**config.mk**
```make
export PLATFORM = sky130hd
export DESIGN_NAME = dcf_top
export DESIGN_NICKNAME = d
export VERILOG_FILES = /design/src/logic/dcf_pkg.sv /design/src/logic/dcf_sinc1.sv /design/src/logic/dcf_top.sv
export SDC_FILE = /design/constraint.sdc
export NUM_CORES = 1
export LEC_CHECK = 0
export ABC_AREA = 1
export BUFFER_PORTS_ARGS = -buffer_cell sky130_fd_sc_hd__buf_2
export CAP_MARGIN = 10
export CORE_MARGIN = 2
export CORE_UTILIZATION = 70
export CTS_CLUSTER_DIAMETER = 200
export CTS_CLUSTER_SIZE = 40
export DETAILED_ROUTE_END_ITERATION = 10
export PLACE_DENSITY_LB_ADDON = 0.3
export SYNTH_ARGS = -nofsm -noshare
export SYNTH_HDL_FRONTEND = slang
export SYNTH_HIERARCHICAL = 1
export SYNTH_SLANG_ARGS = --single-unit
export TNS_END_PERCENT = 100
```
**constraint.sdc**
```tcl
create_clock -name clk_sys_i -period 14.8 [get_ports clk_sys_i]
set_input_delay 1.48 -clock clk_sys_i [delete_from_list [all_inputs] [get_ports clk_sys_i]]
set_output_delay 1.48 -clock clk_sys_i [all_outputs]
set_load 0.02 [all_outputs]
```
**src/logic/dcf_pkg.sv**
```systemverilog
/*
 * dcf_pkg: shared constants and carrier types of the decimation,
 * clock-source and ratio control block.
 * assumes: compiled before every other file of the block.
 */
package dcf_pkg;

    // ratio select holds 3 bits; log2 of the overall ratio is base plus select
    localparam int unsigned SEL_W = 3;
    localparam logic [3:0] RATIO_LOG2_BASE = 4'h7;     // select 0 means 128
    localparam logic [3:0] SINC3_LOG2_MAX = 4'ha;      // third-order stage stops at 1024
    localparam int unsigned CNT_W = 14;                // counts up to 16384 modulator ticks
    localparam int unsigned DP_W = 36;                 // datapath width, holds 2^34 full scale
    localparam logic [5:0] NORM_LOG2 = 6'h22;          // normalised full scale exponent, 34
    localparam int unsigned OUT_W = 24;
    localparam int unsigned OUT_LSB = 12;              // output takes datapath bits 35:12
    localparam logic [1:0] FAST_CONVS = 2'h2;          // conversions served by the fast path
    localparam logic [1:0] DIV_RATIO = 2'h2;           // modulator clock = master / 2

    // nominal master clock per mode, in kHz
    localparam logic [13:0] MCLK_HIGH_RESOLUTION_KHZ = 14'h2000; // 8192 kHz
    localparam logic [13:0] MCLK_LOW_POWER_KHZ = 14'h1000; // 4096 kHz
    localparam logic [13:0] MCLK_VERY_LOW_POWER_KHZ = 14'h0800; // 2048 kHz

    // block clock, informational only: nothing here is timed in ns
    localparam int unsigned CLK_PERIOD_NS = 25;

    typedef enum logic [1:0] {
        DCF_HIGH_RESOLUTION_MODE,
        DCF_LOW_POWER_MODE,
        DCF_VERY_LOW_POWER_MODE,
        DCF_MODE_RESERVED
    } dcf_mode_t;

    // one decimated word with its strobe
    typedef struct packed {
        logic valid;
        logic last;
        logic signed [DP_W-1:0] data;
    } dcf_word_t;

endpackage

```
**src/logic/dcf_sinc1.sv**
```systemverilog
/*
 * dcf_sinc1: first-order sinc stage that sums a run of input words and
 * emits the sum on the word flagged last.
 * assumes: input strobes are at least two cycles apart; last closes a run.
 */
`timescale 1ns/10ps
module dcf_sinc1 (
    input wire logic clk_sys_i,
    input wire logic nrst_i,
    input wire dcf_pkg::dcf_word_t in_i,
    output dcf_pkg::dcf_word_t out_o
);
    logic signed [dcf_pkg::DP_W-1:0] acc_q;
    logic first_q;

    // running sum, restarted after each closed run
    always_ff @(posedge clk_sys_i or negedge nrst_i) begin
        if (!nrst_i) begin
            acc_q <= '0;
            first_q <= 1'b1;
        end else if (in_i.valid) begin
            acc_q <= first_q ? in_i.data : acc_q + in_i.data;
            first_q <= in_i.last;
        end
    end

    // result register: one-cycle strobe with the completed sum
    always_ff @(posedge clk_sys_i or negedge nrst_i) begin
        if (!nrst_i) begin
            out_o <= '0;
        end else begin
            out_o.valid <= in_i.valid & in_i.last;
            out_o.last <= 1'b1;
            if (in_i.valid & in_i.last) begin
                out_o.data <= first_q ? in_i.data : acc_q + in_i.data;
            end
        end
    end

endmodule // dcf_sinc1

```
**src/logic/dcf_top.sv**
```systemverilog
/*
 * dcf_top: modulator clock divider, clock source control and the
 * decimation path (third-order sinc, follow-on first-order sinc, and a
 * fast-settling first-order path used right after reset).
 * assumes: clk_sys_i is the selected master clock; mod_bit_i is the
 * modulator bitstream, sampled on the cycle where mod_clk_o is high.
 */
// Function
// - modulator clock is master clock halved
// - one output word per ratio modulator ticks
// - three-bit ratio field, 128 up to 16384
// - two-bit power mode picks three modes
// - nominal master clock 8.192/4.096/2.048 MHz
// - master clock from pin or crystal oscillator
// - bitstream feeds sinc3 and fast path together
// - linear-phase averaging sinc low-pass then decimate
// - fast path for two conversions, then sinc3
// - ratios 2048+ use sinc3 1024 plus sinc1
`timescale 1ns/10ps
module dcf_top (
    input wire logic clk_sys_i,
    input wire logic nrst_i,
    input wire logic mod_bit_i,
    input wire logic [2:0] decimation_ratio_sel_i,
    input wire logic [1:0] power_mode_sel_i,
    input wire logic crystal_sel_i,
    output logic mod_clk_o,
    output logic osc_enable_o,
    output logic [1:0] power_mode_o,
    output logic [13:0] nominal_mclk_khz_o,
    output logic fast_path_o,
    output logic data_valid_o,
    output logic [23:0] data_o
);
    // log2 of the overall ratio from the select code
    function automatic logic [3:0] ratio_log2(input logic [2:0] sel);
        return dcf_pkg::RATIO_LOG2_BASE + {1'b0, sel};
    endfunction

    // log2 of the third-order stage ratio, capped at 1024
    function automatic logic [3:0] sinc3_log2(input logic [2:0] sel);
        logic [3:0] k;
        k = ratio_log2(sel);
        return (k > dcf_pkg::SINC3_LOG2_MAX) ? dcf_pkg::SINC3_LOG2_MAX : k;
    endfunction

    logic phase_q;
    logic tick;
    logic [13:0] cnt_q;
    logic [13:0] n_m1;
    logic [13:0] n3_m1;
    logic frame_end;
    logic sinc3_end;
    logic signed [35:0] sample;
    logic signed [35:0] int1_q, int2_q, int3_q;
    logic signed [35:0] dl1_q, dl2_q, dl3_q;
    logic signed [35:0] c1, c2, c3;
    logic dec_stb_q;
    logic dec_last_q;
    dcf_pkg::dcf_word_t comb_q;
    dcf_pkg::dcf_word_t s1_out;
    logic signed [35:0] fast_acc_q;
    logic signed [35:0] fast_snap_q;
    logic [1:0] conv_q;
    logic [5:0] g3;
    logic signed [35:0] norm;
    dcf_pkg::dcf_mode_t mode;

    // divide by two: modulator clock toggles every master clock edge
    always_ff @(posedge clk_sys_i or negedge nrst_i) begin
        if (!nrst_i) begin
            phase_q <= 1'b0;
            mod_clk_o <= 1'b0;
        end else begin
            phase_q <= ~phase_q;
            mod_clk_o <= ~phase_q;
        end
    end
    assign tick = phase_q; // one modulator tick per two master clocks

    // ratio decode; select is used live, so change it only between frames
    assign n_m1 = 14'((15'h1 << ratio_log2(decimation_ratio_sel_i)) - 15'h1);
    assign n3_m1 = 14'((15'h1 << sinc3_log2(decimation_ratio_sel_i)) - 15'h1);
    assign frame_end = tick && (cnt_q == n_m1);
    assign sinc3_end = tick && ((cnt_q & n3_m1) == n3_m1);
    assign sample = mod_bit_i ? 36'sh000000001 : -36'sh000000001;

    // frame counter in modulator ticks
    always_ff @(posedge clk_sys_i or negedge nrst_i) begin
        if (!nrst_i) begin
            cnt_q <= '0;
        end else if (tick) begin
            cnt_q <= frame_end ? 14'h0000 : cnt_q + 14'h0001;
        end
    end

    // three integrators at modulator rate; wraparound is harmless in a cic
    always_ff @(posedge clk_sys_i or negedge nrst_i) begin
        if (!nrst_i) begin
            int1_q <= '0;
            int2_q <= '0;
            int3_q <= '0;
        end else if (tick) begin
            int1_q <= int1_q + sample;
            int2_q <= int2_q + int1_q;
            int3_q <= int3_q + int2_q;
        end
    end

    // decimation strobe one cycle after the stage boundary
    always_ff @(posedge clk_sys_i or negedge nrst_i) begin
        if (!nrst_i) begin
            dec_stb_q <= 1'b0;
            dec_last_q <= 1'b0;
        end else begin
            dec_stb_q <= sinc3_end;
            dec_last_q <= frame_end;
        end
    end

    // three combs at the decimated rate
    assign c1 = int3_q - dl1_q;
    assign c2 = c1 - dl2_q;
    assign c3 = c2 - dl3_q;
    always_ff @(posedge clk_sys_i or negedge nrst_i) begin
        if (!nrst_i) begin
            dl1_q <= '0;
            dl2_q <= '0;
            dl3_q <= '0;
            comb_q <= '0;
        end else begin
            comb_q.valid <= dec_stb_q;
            if (dec_stb_q) begin
                dl1_q <= int3_q;
                dl2_q <= c1;
                dl3_q <= c2;
                comb_q.data <= c3;
                comb_q.last <= dec_last_q;
            end
        end
    end

    // remaining factor of 2..16 for long ratios, pass-through otherwise
    dcf_sinc1 u_sinc1 (
        .clk_sys_i(clk_sys_i),
        .nrst_i(nrst_i),
        .in_i(comb_q),
        .out_o(s1_out)
    );

    // fast-settling path: plain running average over the whole frame
    always_ff @(posedge clk_sys_i or negedge nrst_i) begin
        if (!nrst_i) begin
            fast_acc_q <= '0;
            fast_snap_q <= '0;
        end else if (tick) begin
            fast_acc_q <= frame_end ? 36'sh000000000 : fast_acc_q + sample;
            if (frame_end) begin
                fast_snap_q <= fast_acc_q + sample;
            end
        end
    end

    // conversion count decides the path; sticks on sinc3 until reset
    always_ff @(posedge clk_sys_i or negedge nrst_i) begin
        if (!nrst_i) begin
            conv_q <= 2'h0;
        end else if (s1_out.valid && conv_q != dcf_pkg::FAST_CONVS) begin
            conv_q <= conv_q + 2'h1;
        end
    end

    // scale both paths to the same full scale before the output register
    assign g3 = 6'(3 * sinc3_log2(decimation_ratio_sel_i))
        + 6'(ratio_log2(decimation_ratio_sel_i) - sinc3_log2(decimation_ratio_sel_i));
    assign norm = (conv_q != dcf_pkg::FAST_CONVS)
        ? (fast_snap_q <<< (dcf_pkg::NORM_LOG2 - 6'(ratio_log2(decimation_ratio_sel_i))))
        : (s1_out.data <<< (dcf_pkg::NORM_LOG2 - g3));

    always_ff @(posedge clk_sys_i or negedge nrst_i) begin
        if (!nrst_i) begin
            data_valid_o <= 1'b0;
            data_o <= '0;
            fast_path_o <= 1'b1;
        end else begin
            data_valid_o <= s1_out.valid;
            fast_path_o <= (conv_q != dcf_pkg::FAST_CONVS);
            if (s1_out.valid) begin
                data_o <= norm[dcf_pkg::OUT_LSB +: dcf_pkg::OUT_W];
            end
        end
    end

    // power mode and its nominal master clock; reserved code kept as very low power
    always_comb begin
        mode = dcf_pkg::dcf_mode_t'(power_mode_sel_i);
    end
    always_ff @(posedge clk_sys_i or negedge nrst_i) begin
        if (!nrst_i) begin
            power_mode_o <= 2'h0;
            nominal_mclk_khz_o <= dcf_pkg::MCLK_HIGH_RESOLUTION_KHZ;
        end else begin
            unique case (mode)
                dcf_pkg::DCF_HIGH_RESOLUTION_MODE: begin
                    power_mode_o <= 2'h0;
                    nominal_mclk_khz_o <= dcf_pkg::MCLK_HIGH_RESOLUTION_KHZ;
                end
                dcf_pkg::DCF_LOW_POWER_MODE: begin
                    power_mode_o <= 2'h1;
                    nominal_mclk_khz_o <= dcf_pkg::MCLK_LOW_POWER_KHZ;
                end
                dcf_pkg::DCF_VERY_LOW_POWER_MODE, dcf_pkg::DCF_MODE_RESERVED: begin
                    power_mode_o <= 2'h2;
                    nominal_mclk_khz_o <= dcf_pkg::MCLK_VERY_LOW_POWER_KHZ;
                end
            endcase
        end
    end

    // crystal oscillator runs only while it is the chosen source
    always_ff @(posedge clk_sys_i or negedge nrst_i) begin
        if (!nrst_i) begin
            osc_enable_o <= 1'b0;
        end else begin
            osc_enable_o <= crystal_sel_i;
        end
    end

    // helper: master clocks between output words, for the frame check
    logic [15:0] gap_q;
    logic seen_q;
    logic [2:0] last_sel_q;
    always_ff @(posedge clk_sys_i or negedge nrst_i) begin
        if (!nrst_i) begin
            gap_q <= '0;
            seen_q <= 1'b0;
            last_sel_q <= 3'h0;
        end else begin
            gap_q <= data_valid_o ? 16'h0001 : gap_q + 16'h0001;
            seen_q <= data_valid_o ? 1'b1 : (seen_q && last_sel_q == decimation_ratio_sel_i);
            last_sel_q <= decimation_ratio_sel_i;
        end
    end

    // the edge of release still sees the reset value, so start one edge later
    chk_mod_clk_toggle: assert property (@(posedge clk_sys_i) disable iff (!nrst_i)
        $past(nrst_i) |-> (mod_clk_o != $past(mod_clk_o)))
        else $error("modulator clock not at half master rate");
    chk_frame_gap: assert property (@(posedge clk_sys_i) disable iff (!nrst_i)
        (data_valid_o && seen_q) |-> (17'(gap_q) == (17'h1 << (ratio_log2(last_sel_q) + 4'h1))))
        else $error("output word spacing differs from twice the ratio");
    chk_valid_single: assert property (@(posedge clk_sys_i) disable iff (!nrst_i)
        data_valid_o |=> !data_valid_o)
        else $error("output strobe longer than one cycle");
    chk_ratio_range: assert property (@(posedge clk_sys_i) disable iff (!nrst_i)
        cnt_q <= n_m1)
        else $error("frame counter beyond the selected ratio");
    chk_mode_clock: assert property (@(posedge clk_sys_i) disable iff (!nrst_i)
        (power_mode_o == 2'h1) |-> (nominal_mclk_khz_o == 14'h1000))
        else $error("low power mode with wrong nominal clock");
    chk_osc_follow: assert property (@(posedge clk_sys_i) disable iff (!nrst_i)
        !crystal_sel_i ##1 !crystal_sel_i |-> !osc_enable_o)
        else $error("oscillator left on with external clock");
    chk_sinc3_cap: assert property (@(posedge clk_sys_i) disable iff (!nrst_i)
        sinc3_end |-> (n3_m1 <= 14'h03ff) ##2 comb_q.valid)
        else $error("third-order stage beyond 1024 or comb missed");
    chk_fast_then_sinc3: assert property (@(posedge clk_sys_i) disable iff (!nrst_i)
        (!fast_path_o) |=> (!fast_path_o))
        else $error("returned to fast path without reset");
    chk_fast_two_words: assert property (@(posedge clk_sys_i) disable iff (!nrst_i)
        (s1_out.valid && conv_q == 2'h1) |=> ##1 !fast_path_o)
        else $error("fast path not left after two conversions");

    cov_first_word: cover property (@(posedge clk_sys_i) disable iff (!nrst_i)
        data_valid_o && fast_path_o);
    cov_sinc3_word: cover property (@(posedge clk_sys_i) disable iff (!nrst_i)
        data_valid_o && !fast_path_o);
    cov_long_ratio: cover property (@(posedge clk_sys_i) disable iff (!nrst_i)
        s1_out.valid && decimation_ratio_sel_i == 3'h4);
    cov_crystal: cover property (@(posedge clk_sys_i) disable iff (!nrst_i)
        osc_enable_o);

endmodule // dcf_top

```
### Word level (Yosys, flattened, before mapping)

Cells that the tools add are included.

| word-level totals | value |
|---|---|
| bits in registers | 462 |

| operators by class | value |
|---|---|
| multipliers | 1 |
| bitwise operators | 3 |
| shifts and indexed selects | 4 |
| magnitude comparators | 1 |
| add/subtract/negate cells | 17 |
| multiplexer cells | 8 |
| reductions and logical operators | 6 |
| equal/unequal tests | 6 |

Operators with widths:

| cell | number |
|---|---|
| 36-bit adder | 5 |
| 36-bit 2-to-1 mux | 4 |
| 36-bit subtractor | 3 |
| 36-bit by 6-bit <<< shifter with 36-bit output | 2 |
| 14-bit case mux with 3 select lines | 1 |
| 14-bit == test | 2 |
| 1-bit by 4-bit << shifter with 14-bit output (first input constant) | 2 |
| 14-bit by 1-bit subtractor with 14-bit output (second input constant) | 2 |
| 14-bit by 1-bit adder with 14-bit output (second input constant) | 1 |
| 14-bit AND | 1 |
| 14-bit 2-to-1 mux | 1 |
| 6-bit adder | 1 |
| 2-bit by 4-bit multiplier with 6-bit output (first input constant) | 1 |
| 2-bit case mux with 3 select lines | 1 |
| 6-bit by 4-bit subtractor with 6-bit output (first input constant) | 1 |
| 6-bit subtractor (first input constant) | 1 |
| 4-bit by 4-bit subtractor with 5-bit output | 1 |
| 3-bit by 3-bit adder with 4-bit output (first input constant) | 1 |
| 2-bit == test (second input constant) | 2 |
| 4-bit greater-than comparator (second input constant) | 1 |
| 4-bit 2-to-1 mux | 1 |
| 1-bit logical AND | 3 |
| 2-bit by 1-bit adder with 2-bit output (second input constant) | 1 |
| 2-bit by 1-bit == test with 1-bit output (second input constant) | 1 |
| 6 further kinds | 6 |

### Depth between registers and ports, before layout

| depth | value |
|---|---|
| depth in word-level cells | 8 |
| depth in mapped cells | 41 |
| gate-level depth less buffers | 41 |

### By module

Netlist, hierarchy kept.

Modules (own cells, without submodules):

| module | times used | area each (µm²) | cells an instance |
|---|---|---|---|
| dcf_top | 1 | 32112.0 | 4773 |
| dcf_sinc1 | 1 | 5753.0 | 900 |

### Least setup slack after synthesis

OpenSTA, ideal clock, no wires.

| path | value |
|---|---|
| path type | input to register |
| start | input port decimation_ratio_sel_i[0] |
| end | register data_o[20] |
| data arrival time | 6.124 ns |
| required time | 14.652 ns |
| library setup time | 0.148 ns |
| cell stages on the path | 26 |
| setup slack | 8.528 ns |
| path through | buf_4 > clkinv_2 > clkbuf_1 > clkbuf_1 > ha_1 > inv_2 > nand2_2 > nand2_2 > nor2_1 > inv_1 > nor2_1 > inv_1 > ha_1 > ha_1 > fa_1 > inv_1 > ha_1 > xor2_1 > clkinv_1 > clkbuf_1 > o21ai_0 > inv_1 > o21ai_0 > o21ai_0 > o21ai_0 > a41oi_1 |

| on the way | value |
|---|---|
| longest elaborated chain between the ends | 8 |
| elaborated cells between the ends (all ways) | 11 |
| classes of those cells | add/sub (5); mul (1); order compare (1); shift (2); mux (2) |

RTL lines:

| element | line | source |
|---|---|---|
| start, declared | dcf_top.sv:24 | `input wire logic [2:0] decimation_ratio_sel_i,` |
| 3-bit by 3-bit adder with 4-bit output (*) | dcf_top.sv:37 | `return dcf_pkg::RATIO_LOG2_BASE + {1'b0, sel};` |
| 4-bit greater-than comparator | dcf_top.sv:44 | `return (k > dcf_pkg::SINC3_LOG2_MAX) ? dcf_pkg::SINC3_LOG2_MAX : k;` |
| 4-bit 2-to-1 mux | dcf_top.sv:44 |  |
| 2-bit by 4-bit multiplier with 6-bit output / 4-bit by 4-bit subtractor with 5-bit output (equally long branches) | dcf_top.sv:174, dcf_top.sv:175 |  |
| 6-bit adder | dcf_top.sv:175 | `+ 6'(ratio_log2(decimation_ratio_sel_i) - sinc3_log2(decimation_ratio_sel_i));` |
| 6-bit subtractor | dcf_top.sv:178 | `: (s1_out.data <<< (dcf_pkg::NORM_LOG2 - g3));` |
| 36-bit by 6-bit <<< shifter with 36-bit output | dcf_top.sv:178 |  |
| 36-bit 2-to-1 mux (*) | dcf_top.sv:177 | `? (fast_snap_q <<< (dcf_pkg::NORM_LOG2 - 6'(ratio_log2(decimation_ratio_sel_i))))` |
| end signal, assigned | dcf_top.sv:189 | `data_o <= norm[dcf_pkg::OUT_LSB +: dcf_pkg::OUT_W];` |
| end, declared | dcf_top.sv:33 | `output logic [23:0] data_o` |

Mark *: on every way between the ends. The rest lies on a longest branch, timed or not.
A chain may end at the register's enable or synchronous reset.

### Worst setup path in the final report

| path | value |
|---|---|
| start | input port decimation_ratio_sel_i[0] |
| end | register data_o[21] |

The elaborated chain is that of the path after synthesis.

==> impl_metrics.sql <==
INSERT INTO impl_metrics (metric_group, metric, value, unit) VALUES
('placement', 'gp_congestion', '1.00', ''),
('cells_and_area', 'post-route-cell-area', '38800', 'um2'),
('timing', 'skew', '0.0675', 'ns'),
('synth', 'yosys_warnings', '6', ''),
('placement', 'dp_hpwl', '78700', 'um'),
('timing', 'timing_hold_violations_final', '0', ''),
('die', 'die_h', '236', 'um'),
('critical_path', 'crit_path_max_fanout', '44', ''),
('critical_path', 'timing.critical_path.from_type', 'input port', ''),
('placement', 'port_buffers', '41', ''),
('min_path', 'min_from', 'fast_snap_q[12]', ''),
('clock_tree', 'htreeDepth', '1', ''),
('synth', 'post_synth_instance_area', '37800', 'um2'),
('routing', 'routed_wl', '101000', 'um'),
('critical_path', 'worstPathRequired', '15.27', 'ns'),
('synth', 'netlist_instances', '5671', ''),
('clock_tree', 'clk_transition_reported_paths', '0.17', 'ns'),
('timing', 'rsz_0062_raised_after_global_routing', 'false', ''),
('die', 'start_util', '70.6', '%'),
('routing', 'met3_wirelength', '5990', 'um'),
('timing', 'setup_violations', '0', ''),
('critical_path', 'setup.worst_path.end_class', 'flip-flop', ''),
('routing', 'routed-wl-met2', '45900', 'um'),
('min_path', 'hold-path-cell-count', '2', ''),
('critical_path', 'worst-endpoint-arrival', '7.83', 'ns'),
('clock_tree', 'cts.hold.buffers_added', '0', ''),
('grt', 'globalRouteOverflowTotal', '0', ''),
('cells_and_area', 'post_route_cells_drive_above_1_share', '3.35', '%'),
('clock_tree', 'post_cts_buffers', '0', ''),
('grt', 'first_global_vias', '33900', ''),
('routing', 'routed_wire_length_per_instance', '16.0', 'um'),
('routing', 'detailroute.via_count', '36700', ''),
('grt', 'grt_usage', '35.8', '%'),
('routing', 'routedLengthMet1', '45500', 'um'),
('placement', 'post_dp_cell_area', '38400', 'um2'),
('synth', 'syn_avg_cell_area', '6.67', 'um2'),
('timing', 'fmax', '136', 'MHz'),
('routing', 'drt_first_iter_violations', '3037', ''),
('timing', 'final_critical_path_setup_slack', '7.43', 'ns'),
('timing', 'hold-worst-slack', '0.490', 'ns'),
('min_path', 'end_point_of_the_worst_hold_path', 'fast_snap_q[12]', ''),
('clock_tree', 'ctsLongestPathBuffers', '3', ''),
('routing', 'dr.max_layer_used', 'met4', ''),
('cells_and_area', 'area_delta_synth_final', '2.67', '%'),
('die', 'top_level_ports', '53', ''),
('placement', 'dp_slack', '6.87', 'ns'),
('routing', 'dr.pass1.iters', '7', ''),
('job', 'drv.max_cap_violation_count', '0', ''),
('clock_tree', 'worstSkewPairLatency', '0.58', 'ns'),
('die', 'floorplan.core_area', '53600', 'um2'),
('clock_tree', 'tritoncts', 'built', ''),
('grt', 'grt_start_max_net_pins', '155', ''),
('critical_path', 'r2r-start', 'int3_q[2]', ''),
('timing', 'finalMaxSlewViolations', '0', ''),
('timing', 'final_min_period_over_clock_period', '49.8', '%'),
('critical_path', 'timing.setup.critical_path_class', 'input port to flip-flop', ''),
('clock_tree', 'clock_sink_count', '441', ''),
('routing', 'detail_route.vias_per_cell', '5.85', ''),
('die', 'die_x', '236', 'um'),
('critical_path', 'r2r-end', 'comb_q[34]', ''),
('timing', 'maxSlewHeadroom', '22.5', '%'),
('status', 'status', 'completed', ''),
('clock_tree', 'cts_made_buffers', '15', ''),
('critical_path', 'r2r.worst_path.cells', '34', ''),
('grt', 'antenna_violations_before_repair', '0', ''),
('routing', 'drc', '0', ''),
('die', 'die_area', '55900', 'um2'),
('grt', 'grt_first_pass_wirelength', '167000', 'um'),
('die', 'placement_rows', '85', ''),
('timing', 'tightestPinTransition', '1.16', 'ns'),
('cells_and_area', 'total_number_of_nets_in_the_final_design', '5894', ''),
('timing', 'fin_setup_tns', '0', 'ns'),
('critical_path', 'reg2reg_setup_slack', '8.45', 'ns'),
('min_path', 'hold_path_class', 'flip-flop to flip-flop', ''),
('routing', 'remaining_number_of_nets_flagged_by_the_antenna_check_after_routing', '0', ''),
('clock_tree', 'cts_root_buffer', 'clkbuf_16', ''),
('clock_tree', 'cts.repair.resized', '0', ''),
('timing', 'period_needed', '7.37', 'ns');
area by class of cell:
type	count	area, um2
repair buffers	65	408
clock inverters	2	38.8
well taps	696	871
clock buffers	21	398
diodes	1	2.50
inverters	640	2410
flip-flops and latches	441	11000
multi-input cells	4419	23700
fillers	4670	14800
critical path: stages:
cell and delay (ns):
buf_2 0.62, clkinv_2 0.45, buf_4 0.35, ha_1 0.25, nand2_1 0.09, nand2_2 0.09
nor2_1 0.14, inv_1 0.09, nor2_1 0.13, inv_1 0.09, ha_1 0.30, ha_1 0.31
fa_1 0.53, inv_1 0.05, ha_1 0.31, xor2_1 0.16, buf_4 0.32, clkinv_1 0.84
o21ai_0 0.55, inv_1 0.07, o22ai_1 0.19, o21ai_0 0.11, o21ai_0 0.16, a41oi_1 0.12
registers in the layout, summed over array words and instances, names as in the netlist, 2 cells and up:
| name | cells |
|---|---|
| comb_q | 38 |
| u_sinc1/out_o | 37 |
| dl1_q | 36 |
| dl2_q | 36 |
| dl3_q | 36 |
| int1_q | 36 |
| int2_q | 36 |
| int3_q | 36 |
| u_sinc1/acc_q | 36 |
| fast_acc_q | 32 |
| fast_snap_q | 32 |
| data_o | 24 |
| cnt_q | 14 |
| conv_q | 2 |
| nominal_mclk_khz_o | 2 |
routing by layer:
metal  global-route usage [%]  vias to the layer above
li1                         -                    18400
met1                     50.1                    16800
met2                     59.1                     1252
met3                     3.04                      215
met4                     11.0                        0
met5                        0                        -
cell usage in the layout, fill, tap and decap left out, types with 15 or more instances in the layout:
cell type / instances
ha_1: 292
o21ai_0: 582
nand2_1: 1691
o21bai_1: 31
clkbuf_16: 15
a21oi_1: 349
xor2_1: 132
o21a_1: 23
buf_4: 23
nor3_1: 29
xnor2_1: 93
o211ai_1: 23
inv_1: 625
a31oi_1: 92
dfrtp_1: 436
or2_2: 46
nand3_1: 259
nor2_1: 481
nand4_1: 67
a21o_1: 45
buf_2: 40
nor4_1: 19
worst max-delay path by stage:
stage | cells after the start | start | slack, ns | endpoint
floorplan | 26 | decimation_ratio_sel_i[0] | 8.53 | data_o[20]
global placement | 24 | decimation_ratio_sel_i[0] | 6.96 | data_o[21]
detailed placement | 24 | decimation_ratio_sel_i[0] | 6.87 | data_o[21]
CTS | 24 | decimation_ratio_sel_i[0] | 7.53 | data_o[21]
global route | 24 | decimation_ratio_sel_i[0] | 6.83 | data_o[21]
finish | 24 | decimation_ratio_sel_i[0] | 7.43 | data_o[21]
through the flow:
step                      std cells  util, %
after floorplan                5682        -
after global placement         6261     71.7
after detailed placement       6261     71.7
after CTS                      6284     72.5
after global routing           6284     72.5
final                          6285     72.5
Power is left out: the tool's default activity adds up to more than one toggle a clock period on the data nets, which glitch-free logic cannot reach.
